==> src/verilog/wncr_consts.vh <==
`ifndef WNCR_CONSTS_VH
`define WNCR_CONSTS_VH
// Record word offsets within a node slot
`define WNCR_OFS_CHAN_HI 6'h11
`define WNCR_OFS_CHAN_LO 6'h12
`define WNCR_OFS_LINK_SLEEP 6'h13
`define WNCR_OFS_STD_IVL 6'h14
`define WNCR_OFS_EXC_IVL 6'h15
`define WNCR_OFS_RETRY 6'h16
`define WNCR_OFS_FAIL_LIM 6'h17
`define WNCR_OFS_PROFILE 6'h18
`define WNCR_OFS_SAMPLES 6'h19
`define WNCR_OFS_HYST_HI 6'h1a
`define WNCR_OFS_HYST_LO 6'h1b
`define WNCR_OFS_LOTH_HI 6'h1c
`define WNCR_OFS_LOTH_LO 6'h1d
`define WNCR_OFS_UPTH_HI 6'h1e
`define WNCR_OFS_UPTH_LO 6'h1f
// Slot layout
`define WNCR_SLOT_WORDS 16'h0032
`define WNCR_RAW_BASE 16'h07d0
// Link sleep decode
`define WNCR_SLEEP_HOUR_MAX 16'h0012
`define WNCR_SLEEP_MIN_BASE 16'h0064
`define WNCR_SLEEP_DEF_HOURS 16'h0002
// Field limits
`define WNCR_RETRY_MAX 16'h000a
`define WNCR_SAMPLES_MAX 16'h00fa
// Profile codes
`define WNCR_PROFILE_INTERVAL 16'h0001
`define WNCR_PROFILE_TRIGGER 16'h0002
// Reset values
`define WNCR_RST_ZERO 16'h0000
`define WNCR_RST_SAMPLES 16'h0001
// Timing
`define WNCR_CLK_HZ 40000000
`define WNCR_SECS_PER_MIN 16'h003c
`define WNCR_MINS_PER_HOUR 16'h003c
`endif

==> src/verilog/wncr_record.v <==
`timescale 1ns/100ps
`default_nettype none
`include "wncr_consts.vh"

module wncr_record #(
   parameter [7:0] SLOT = 8'h00,
   parameter [1:0] PROFILE_KIND = 2'h1,
   parameter integer CLK_HZ = `WNCR_CLK_HZ
) (
   input wire core_clk,
   input wire reset_n,
   // Word access from the serial slave, raw register address
   input wire [15:0] reg_addr,
   input wire reg_wr,
   input wire [15:0] reg_wdata,
   input wire reg_rd,
   output reg [15:0] reg_rdata,
   output reg reg_hit,
   // Node behaviour inputs
   input wire link_lost,
   input wire gw_found,
   input wire scan_done,
   input wire report_done,
   input wire report_ok,
   input wire event_seen,
   input wire [31:0] observed,
   // Node behaviour outputs
   output reg [31:0] permitted_channel_bits,
   output reg scan_active,
   output reg link_sleeping,
   output reg report_req,
   output reg attempt_retry,
   output reg sample_strobe,
   output reg exception_active,
   output reg relink_req
);

////////////////////////////////////////////////////////////////////////////////
localparam [15:0] SLOT_BASE = `WNCR_RAW_BASE + `WNCR_SLOT_WORDS * {8'h00, SLOT};
localparam integer SEC_CYC = CLK_HZ;

// Every flop except the two sync flops leaves reset on the same edge, two edges after the pin rises
reg rst_meta_r;
reg rst_sync_r;
always @(posedge core_clk or negedge reset_n) begin
   if (!reset_n) begin
      rst_meta_r <= 1'b0;
      rst_sync_r <= 1'b0;
   end else begin
      rst_meta_r <= 1'b1;
      rst_sync_r <= rst_meta_r;
   end
end
wire rst_n = rst_sync_r;

////////////////////////////////////////////////////////////////////////////////
// One-second tick shared by all timers
// CLK_HZ may be lowered for simulation; every second then shrinks with it
reg [31:0] tick_cnt_r;
reg sec_tick_r;
always @(posedge core_clk or negedge rst_n) begin
   if (!rst_n) begin
      tick_cnt_r <= 32'h00000000;
      sec_tick_r <= 1'b0;
   end else if (tick_cnt_r == SEC_CYC - 1) begin
      tick_cnt_r <= 32'h00000000;
      sec_tick_r <= 1'b1;
   end else begin
      tick_cnt_r <= tick_cnt_r + 32'h00000001;
      sec_tick_r <= 1'b0;
   end
end

////////////////////////////////////////////////////////////////////////////////
// Register file
// One register per writable record word
reg [15:0] chan_hi_r;
reg [15:0] chan_lo_r;
reg [15:0] sleep_r;
reg [15:0] std_ivl_r;
reg [15:0] exc_ivl_r;
reg [15:0] retry_r;
reg [15:0] fail_lim_r;
reg [15:0] samples_r;
reg [15:0] hyst_hi_r;
reg [15:0] hyst_lo_r;
reg [15:0] loth_hi_r;
reg [15:0] loth_lo_r;
reg [15:0] upth_hi_r;
reg [15:0] upth_lo_r;
// Writes outside the slot or to the fixed profile word are dropped silently
wire [15:0] rel = reg_addr - SLOT_BASE;
wire in_slot = (reg_addr >= SLOT_BASE) && (rel < `WNCR_SLOT_WORDS);
wire [5:0] ofs = rel[5:0];
wire [15:0] profile_word = {14'h0000, PROFILE_KIND};

always @(posedge core_clk or negedge rst_n) begin
   if (!rst_n) begin
      chan_hi_r <= `WNCR_RST_ZERO;
      chan_lo_r <= `WNCR_RST_ZERO;
      sleep_r <= `WNCR_RST_ZERO;
      std_ivl_r <= `WNCR_RST_ZERO;
      exc_ivl_r <= `WNCR_RST_ZERO;
      retry_r <= `WNCR_RST_ZERO;
      fail_lim_r <= `WNCR_RST_ZERO;
      samples_r <= `WNCR_RST_SAMPLES;
      hyst_hi_r <= `WNCR_RST_ZERO;
      hyst_lo_r <= `WNCR_RST_ZERO;
      loth_hi_r <= `WNCR_RST_ZERO;
      loth_lo_r <= `WNCR_RST_ZERO;
      upth_hi_r <= `WNCR_RST_ZERO;
      upth_lo_r <= `WNCR_RST_ZERO;
   end else if (reg_wr && in_slot) begin
      case (ofs)
         `WNCR_OFS_CHAN_HI: chan_hi_r <= reg_wdata;
         `WNCR_OFS_CHAN_LO: chan_lo_r <= reg_wdata;
         `WNCR_OFS_LINK_SLEEP: sleep_r <= reg_wdata;
         `WNCR_OFS_STD_IVL: std_ivl_r <= reg_wdata;
         `WNCR_OFS_EXC_IVL: exc_ivl_r <= reg_wdata;
         `WNCR_OFS_RETRY: retry_r <= reg_wdata;
         `WNCR_OFS_FAIL_LIM: fail_lim_r <= reg_wdata;
         `WNCR_OFS_SAMPLES: samples_r <= reg_wdata;
         `WNCR_OFS_HYST_HI: hyst_hi_r <= reg_wdata;
         `WNCR_OFS_HYST_LO: hyst_lo_r <= reg_wdata;
         `WNCR_OFS_LOTH_HI: loth_hi_r <= reg_wdata;
         `WNCR_OFS_LOTH_LO: loth_lo_r <= reg_wdata;
         `WNCR_OFS_UPTH_HI: upth_hi_r <= reg_wdata;
         `WNCR_OFS_UPTH_LO: upth_lo_r <= reg_wdata;
         // Profile word and every other offset drop the write
         default: ;
      endcase
   end
end

// Profile is fixed by the build, never by the bus
reg [15:0] rd_nxt;
always @* begin
   case (ofs)
      `WNCR_OFS_CHAN_HI: rd_nxt = chan_hi_r;
      `WNCR_OFS_CHAN_LO: rd_nxt = chan_lo_r;
      `WNCR_OFS_LINK_SLEEP: rd_nxt = sleep_r;
      `WNCR_OFS_STD_IVL: rd_nxt = std_ivl_r;
      `WNCR_OFS_EXC_IVL: rd_nxt = exc_ivl_r;
      `WNCR_OFS_RETRY: rd_nxt = retry_r;
      `WNCR_OFS_FAIL_LIM: rd_nxt = fail_lim_r;
      `WNCR_OFS_PROFILE: rd_nxt = profile_word;
      `WNCR_OFS_SAMPLES: rd_nxt = samples_r;
      `WNCR_OFS_HYST_HI: rd_nxt = hyst_hi_r;
      `WNCR_OFS_HYST_LO: rd_nxt = hyst_lo_r;
      `WNCR_OFS_LOTH_HI: rd_nxt = loth_hi_r;
      `WNCR_OFS_LOTH_LO: rd_nxt = loth_lo_r;
      `WNCR_OFS_UPTH_HI: rd_nxt = upth_hi_r;
      `WNCR_OFS_UPTH_LO: rd_nxt = upth_lo_r;
      default: rd_nxt = `WNCR_RST_ZERO;
   endcase
end

always @(posedge core_clk or negedge rst_n) begin
   if (!rst_n) begin
      reg_rdata <= 16'h0000;
      reg_hit <= 1'b0;
      permitted_channel_bits <= 32'h00000000;
   end else begin
      reg_hit <= (reg_rd | reg_wr) & in_slot;
      // Read data holds until the next read of this slot; misses leave it alone
      if (reg_rd && in_slot) begin
         reg_rdata <= rd_nxt;
      end
      permitted_channel_bits <= {chan_hi_r, chan_lo_r};
   end
end

wire [31:0] hyst = {hyst_hi_r, hyst_lo_r};
wire [31:0] lo_lim = {loth_hi_r, loth_lo_r};
wire [31:0] up_lim = {upth_hi_r, upth_lo_r};

////////////////////////////////////////////////////////////////////////////////
// Link sleep decode into seconds
reg [31:0] sleep_secs;
always @* begin
   if (sleep_r >= 16'h0001 && sleep_r <= `WNCR_SLEEP_HOUR_MAX) begin
      sleep_secs = {16'h0000, sleep_r} * `WNCR_MINS_PER_HOUR * `WNCR_SECS_PER_MIN;
   end else if (sleep_r > `WNCR_SLEEP_MIN_BASE) begin
      sleep_secs = {16'h0000, sleep_r - `WNCR_SLEEP_MIN_BASE} * `WNCR_SECS_PER_MIN;
   end else begin
      // Values 19 to 100 land here as well as zero
      sleep_secs = {16'h0000, `WNCR_SLEEP_DEF_HOURS} * `WNCR_MINS_PER_HOUR
                   * `WNCR_SECS_PER_MIN;
   end
end

////////////////////////////////////////////////////////////////////////////////
// Link state machine
// Idle until the first loss of network; a fresh node waits for the radio side
localparam [3:0] LS_SCAN = 4'h1;
localparam [3:0] LS_SLEEP = 4'h2;
localparam [3:0] LS_UP = 4'h4;
localparam [3:0] LS_IDLE = 4'h8;
reg [3:0] ls_r;
reg [31:0] sleep_cnt_r;
reg [3:0] fail_cnt_r;
reg [3:0] try_cnt_r;
reg [15:0] ivl_cnt_r;
reg [7:0] samp_cnt_r;
reg exc_r;
reg report_busy_r;
// Limits are absolute levels, so a lower limit of zero never fires
wire exc_raise = (observed < lo_lim) || (observed > up_lim);
// Clear only once back inside both limits by at least the hysteresis
wire exc_clear = ({1'b0, observed} >= {1'b0, lo_lim} + {1'b0, hyst}) &&
                 ({1'b0, observed} + {1'b0, hyst} <= {1'b0, up_lim});
wire is_trigger = (profile_word == `WNCR_PROFILE_TRIGGER);
wire [15:0] ivl_len = exc_r ? exc_ivl_r : std_ivl_r;
wire ivl_due = sec_tick_r && (ivl_cnt_r + 16'h0001 >= ivl_len);
wire fail_relink = (fail_lim_r != 16'h0000) &&
                   ({12'h000, fail_cnt_r} + 16'h0001 >= fail_lim_r);
// An out-of-range retry limit gives no retries at all
wire retry_left = ({12'h000, try_cnt_r} < retry_r) && (retry_r <= `WNCR_RETRY_MAX);

always @(posedge core_clk or negedge rst_n) begin
   if (!rst_n) begin
      ls_r <= LS_IDLE;
      sleep_cnt_r <= 32'h00000000;
      fail_cnt_r <= 4'h0;
      try_cnt_r <= 4'h0;
      ivl_cnt_r <= 16'h0000;
      exc_r <= 1'b0;
      report_busy_r <= 1'b0;
      scan_active <= 1'b0;
      link_sleeping <= 1'b0;
      report_req <= 1'b0;
      attempt_retry <= 1'b0;
      sample_strobe <= 1'b0;
      exception_active <= 1'b0;
      relink_req <= 1'b0;
   end else begin
      report_req <= 1'b0;
      attempt_retry <= 1'b0;
      sample_strobe <= 1'b0;
      relink_req <= 1'b0;
      case (ls_r)
         LS_IDLE: begin
            if (link_lost) begin
               ls_r <= LS_SCAN;
            end
         end
         LS_SCAN: begin
            // A found gateway wins over an end of scan in the same cycle
            if (gw_found) begin
               ls_r <= LS_UP;
               fail_cnt_r <= 4'h0;
               ivl_cnt_r <= 16'h0000;
            end else if (scan_done) begin
               ls_r <= LS_SLEEP;
               sleep_cnt_r <= 32'h00000000;
            end
         end
         LS_SLEEP: begin
            // Counted in whole ticks, so the sleep may end up to one tick early
            if (sec_tick_r) begin
               if (sleep_cnt_r + 32'h00000001 >= sleep_secs) begin
                  ls_r <= LS_SCAN;
               end else begin
                  sleep_cnt_r <= sleep_cnt_r + 32'h00000001;
               end
            end
         end
         LS_UP: begin
            if (link_lost) begin
               ls_r <= LS_SCAN;
               report_busy_r <= 1'b0;
            end else begin
               // Sampling and exception tracking at one-second granularity
               // Trigger nodes skip the tick; events and the interval drive them
               if (sec_tick_r && !is_trigger) begin
                  sample_strobe <= 1'b1;
                  if (!exc_r && exc_raise) begin
                     exc_r <= 1'b1;
                     if (!report_busy_r) begin
                        report_req <= 1'b1;
                        report_busy_r <= 1'b1;
                        try_cnt_r <= 4'h0;
                        ivl_cnt_r <= 16'h0000;
                     end
                  end else if (exc_r && exc_clear) begin
                     exc_r <= 1'b0;
                  end
               end
               if (!report_busy_r && (ivl_due || (is_trigger && event_seen))) begin
                  report_req <= 1'b1;
                  report_busy_r <= 1'b1;
                  try_cnt_r <= 4'h0;
                  ivl_cnt_r <= 16'h0000;
               end else if (sec_tick_r && !(sec_tick_r && !is_trigger && !exc_r && exc_raise)) begin
                  ivl_cnt_r <= ivl_due ? 16'h0000 : ivl_cnt_r + 16'h0001;
               end
               if (report_busy_r && report_done) begin
                  if (report_ok) begin
                     report_busy_r <= 1'b0;
                     fail_cnt_r <= 4'h0;
                  // Retry until the limit, then count one failed report
                  end else if (retry_left) begin
                     attempt_retry <= 1'b1;
                     try_cnt_r <= try_cnt_r + 4'h1;
                  end else begin
                     report_busy_r <= 1'b0;
                     if (fail_relink) begin
                        relink_req <= 1'b1;
                        ls_r <= LS_SCAN;
                        fail_cnt_r <= 4'h0;
                     end else if (fail_cnt_r != 4'hf) begin
                        fail_cnt_r <= fail_cnt_r + 4'h1;
                     end
                  end
               end
            end
         end
         default: ls_r <= LS_IDLE;
      endcase
      scan_active <= (ls_r == LS_SCAN);
      link_sleeping <= (ls_r == LS_SLEEP);
      exception_active <= exc_r;
   end
end

////////////////////////////////////////////////////////////////////////////////
// Samples per report; kept apart from the link machine so that a new sample
// count never disturbs report timing
wire sample_due = (ls_r == LS_UP) && !link_lost && sec_tick_r && !is_trigger;
wire samp_last = ({8'h00, samp_cnt_r} + 16'h0001 >= samples_r);

always @(posedge core_clk or negedge rst_n) begin
   if (!rst_n) begin
      samp_cnt_r <= 8'h00;
   end else if (sample_due) begin
      if (samp_last) begin
         samp_cnt_r <= 8'h00;
      end else begin
         samp_cnt_r <= samp_cnt_r + 8'h01;
      end
   end
end

endmodule // wncr_record
`default_nettype wire

==> config.mk <==
export PLATFORM = sky130hd
export DESIGN_NAME = wncr_record
export DESIGN_NICKNAME = d
export VERILOG_FILES = /design/src/verilog/wncr_record.v
export VERILOG_INCLUDE_DIRS = /design/src /design/src/verilog
export SDC_FILE = /design/constraint.sdc
export NUM_CORES = 1
export LEC_CHECK = 0
export BUFFER_PORTS_ARGS = -buffer_cell sky130_fd_sc_hd__buf_2
export CAP_MARGIN = 30
export CORE_UTILIZATION = 45
export CTS_CLUSTER_DIAMETER = 100
export CTS_CLUSTER_SIZE = 30
export DETAILED_ROUTE_END_ITERATION = 10
export GPL_ROUTABILITY_DRIVEN = 0
export PLACE_DENSITY = 0.62
export SYNTH_ARGS = -nofsm -noshare
export SYNTH_HDL_FRONTEND = slang
export SYNTH_SLANG_ARGS = --single-unit
==> constraint.sdc <==
create_clock -name core_clk -period 13.2 [get_ports core_clk]
set_input_delay 0.66 -clock core_clk [delete_from_list [all_inputs] [get_ports core_clk]]
set_output_delay 0.66 -clock core_clk [all_outputs]
set_load 0.05 [all_outputs]
==> impl_metrics.py <==
metrics = {
    "outcome": {
        "status": "finished, final reports clean",
    },
    "yosys": {
        "synth_xor_area_frac": 0.06199,
        "yosys.area_share.simple": 0.1117,
        "ys_async_sr_fraction": 1.000,
        "yosysUniqueCellTypes": 87,
        "synth_top_area_share": 0.3195,
        "synth.area.mux_share": 0.09211,
        "synth_edf_count": 0,
        "syn_area_sq_um": 29370,
        "synth_top_family_by_area": "adder cells",
        "synth_fa_ha_area_frac": 0.2059,
        "ys.warnings.count": 0,
        "syn_area_per_cell_sq_um": 10.06,
        "synth_ff_type": "dfrtp_1",
        "synth_seq_cells": 377,
        "synth_nets": 3423,
        "synth_cells": 2919,
        "synth_top_area_cell": "dfrtp_1",
        "yosysSeqAreaShare": 0.3213,
        "synth_compound_area_frac": 0.1659,
        "synth_area_leaders": "dfrtp_1 32%, ha_1 15%, mux2_2 8.6%, fa_1 5.5%, xnor2_1 3.8%",
    },
    "drt": {
        "vias": 23449,
        "drc": 0,
        "postRouteAntennaNets": 0,
        "drt_iter0_drc": 2022,
        "viasPerCell": 6.014,
        "postRouteWirelength_um": 87960,
        "dr.pass1.iters": 6,
        "wl_per_cell_um": 22.56,
    },
    "clock_tree": {
        "cts_tree": "built",
        "clockBufferDepth": 3,
        "clockRootBuffer": "clkbuf_16",
        "htreeDepth": 1,
        "clk_latency_ps": 620,
        "cts-resized-gates": 0,
        "cts.clk_slew.worst_paths_ps": 110,
        "cts_buffers": 24,
        "clock-sinks": 377,
    },
    "worst_setup_path": {
        "critPathBufInv": 5,
        "crit_path_start_kind": "flop",
        "critPathCaptureType": "flop",
        "crit_arrival_ps": 10260,
        "cp.required_ps": 13670,
        "path_max_fanout": 28,
        "worst-setup-path-type": "reg2reg",
        "cp_slowest_cell": "dfrtp_1",
        "critPathTopFamily": "compound AO/OA/AOI/OAI gates",
        "critical_path.max_stage_delay_ps": 680,
    },
    "floorplanning": {
        "row_count": 93,
        "die_y_um": 257.5,
        "io_pins": 130,
        "fp.coreArea_sq_um": 64460,
        "die_area_sq_um": 66290,
        "die_x_um": 257.5,
        "start_util": 0.4556,
    },
    "timing": {
        "finalClockSkew_ps": 40.94,
        "fmax_mhz": 102.1,
        "worst_pin_slew_ps": 1054,
        "period_share": 0.7418,
        "rsz0062_at_grt": "no",
        "setup-violations-final": 0,
        "finalMaxSlewViolations": 0,
        "hold_violations": 0,
        "min_period_ps": 9791,
        "fin_tns_setup_ps": 0,
        "layout_setup_ws_ps": 3409,
        "relSlewSlack": 0.2956,
    },
    "layout": {
        "fin_util": 0.4975,
        "layout_commonest_cell": "dfrtp_1",
        "nets": 3530,
        "layout_common_cells": "374 x dfrtp_1, 349 x ha_1, 227 x inv_1",
        "area_growth_pct": 9.189,
        "drive_gt1_frac": 0.1568,
    },
    "global_route": {
        "grt_usage": 0.2645,
        "gr-total-overflow": 0,
        "grt_first_pass_wirelength_um": 137800,
        "grt_max_degree": 76,
        "grt_pass1_vias": 23813,
        "antenna_found_initial": 4,
    },
    "place": {
        "port_buffers": 128,
        "dpl.hpwl_um": 69150,
        "dpl_worst_slack_ps": 3450,
    },
    "power_and_ir_drop": {
        "p_leak_uw": 0.01613,
        "ir_drop_v": 0.0001262,
        "p_per_area_nw_per_um2": 71.99,
    },
    "run": {
        "maxCapViolCount": 0,
    },
    "worst_hold_path": {
        "hold_class": "reg2async",
    },
}
-- cell usage after synthesis (77+ instances only) --
| cell | number |
|---|---|
| a21o_1 | 119 |
| a21oi_1 | 153 |
| dfrtp_1 | 375 |
| fa_1 | 81 |
| ha_1 | 349 |
| inv_1 | 227 |
| mux2_2 | 224 |
| nand2_1 | 141 |
| nor2_1 | 136 |
| o21ai_0 | 112 |
| xnor2_1 | 129 |
| xor2_1 | 77 |
-- logic make-up after synthesis --
group	Yosys count
XOR/XNOR	207
flip-flops	377
multiplexers	242
other	1
AO/OA/AOI/OAI	701
AND/OR/NAND/NOR	644
adder cells (fa/ha/maj)	436
buffers and inverters	311
-- power breakdown --
part / leakage (uW) / switching [uW] / internal (uW) / total (uW)
logic: 0.0104 / 132 / 73.5 / 205
registers: 0.00524 / 17.6 / 1170 / 1180
clock network: 0.000446 / 520 / 400 / 920
-- per-stage QoR --
step	hold WS (ps)	instances	power (uW)	cell area (sq um)
2_1_floorplan	331.2	2919	1335	29370
3_3_place_gp	261.2	3846	1396	30960
3_5_place_dp	270.3	3851	1407	31040
4_1_cts	280.0	3895	2326	31980
5_1_grt	303.3	3898	2395	32070
6_report	266.7	3899	2308	32070
-- per-layer routing --
layer  vias up  track usage  wire length (um)  share of wire
li1      10831            -                 -              -
met1     11707       0.3428             37340           0.42
met2       738       0.4493             42120           0.48
met3       171      0.02699              4296          0.049
met4         2       0.1093              4183          0.048
met5         -            0                10        0.00011
-- flip-flops by register name, indices dropped and copies added, names as in the netlist, 4 cells and up --
register and count:
chan_hi_r 16, chan_lo_r 16, exc_ivl_r 16, fail_cnt_r 4, fail_lim_r 16, hyst_hi_r 16, hyst_lo_r 16, ivl_cnt_r 16
loth_hi_r 16, loth_lo_r 16, ls_r 4, permitted_channel_bits 32, reg_rdata 16, retry_r 16, samples_r 16, sleep_cnt_r 32
sleep_r 16, std_ivl_r 16, tick_cnt_r 32, try_cnt_r 4, upth_hi_r 16, upth_lo_r 16
-- worst register-to-register path, delay by kind of cell, from the launching register on --
family / cells / cell delay, ps
xor gates and xnor gates: 2 / 510
buffers and inverters: 5 / 560
AOI/OAI and AO/OA: 13 / 3600
adders and majority gates: 7 / 2780
DFF: 1 / 680
and+or+nand+nor: 5 / 1510
-- final timing paths --
path | from | end | slack (ps) | depth (start not counted)
min in group core_clk | rst_meta_r$_DFF_PN0_ | rst_n$_DFF_PN0_ | 370 | 0
setup / recovery | sleep_r[2]$_DFFE_PN0P_ | sleep_cnt_r[13]$_DFFE_PN0P_ | 3410 | 32
max in group asynchronous | rst_n$_DFF_PN0_ | reg_rdata[9]$_DFFE_PN0P_ | 10700 | 2
hold / removal | rst_n$_DFF_PN0_ | hyst_lo_r[3]$_DFFE_PN0P_ | 270 | 0
setup reg to reg | sleep_r[2]$_DFFE_PN0P_ | sleep_cnt_r[13]$_DFFE_PN0P_ | 3410 | 32
hold reg to reg | rst_n$_DFF_PN0_ | hyst_lo_r[3]$_DFFE_PN0P_ | 270 | 0
-- repair_timing --
item / 4_1_cts / 5_1_grt
setup buffers: 0 / 0
hold endpoints to repair: 2 / 0
hold buffers: 1 / 0
-- area by class of cell --
class / count / area (sq um)
antenna: 1 / 2.502
clock buffer: 24 / 600.6
clock inverter: 19 / 329.1
fill: 5879 / 32400
inverter: 228 / 855.8
multi-input combinational: 2231 / 18750
sequential: 377 / 9440
tap: 855 / 1070
timing repair buffer: 164 / 1016
No activity file was read; power rests on OpenSTA's default activity.
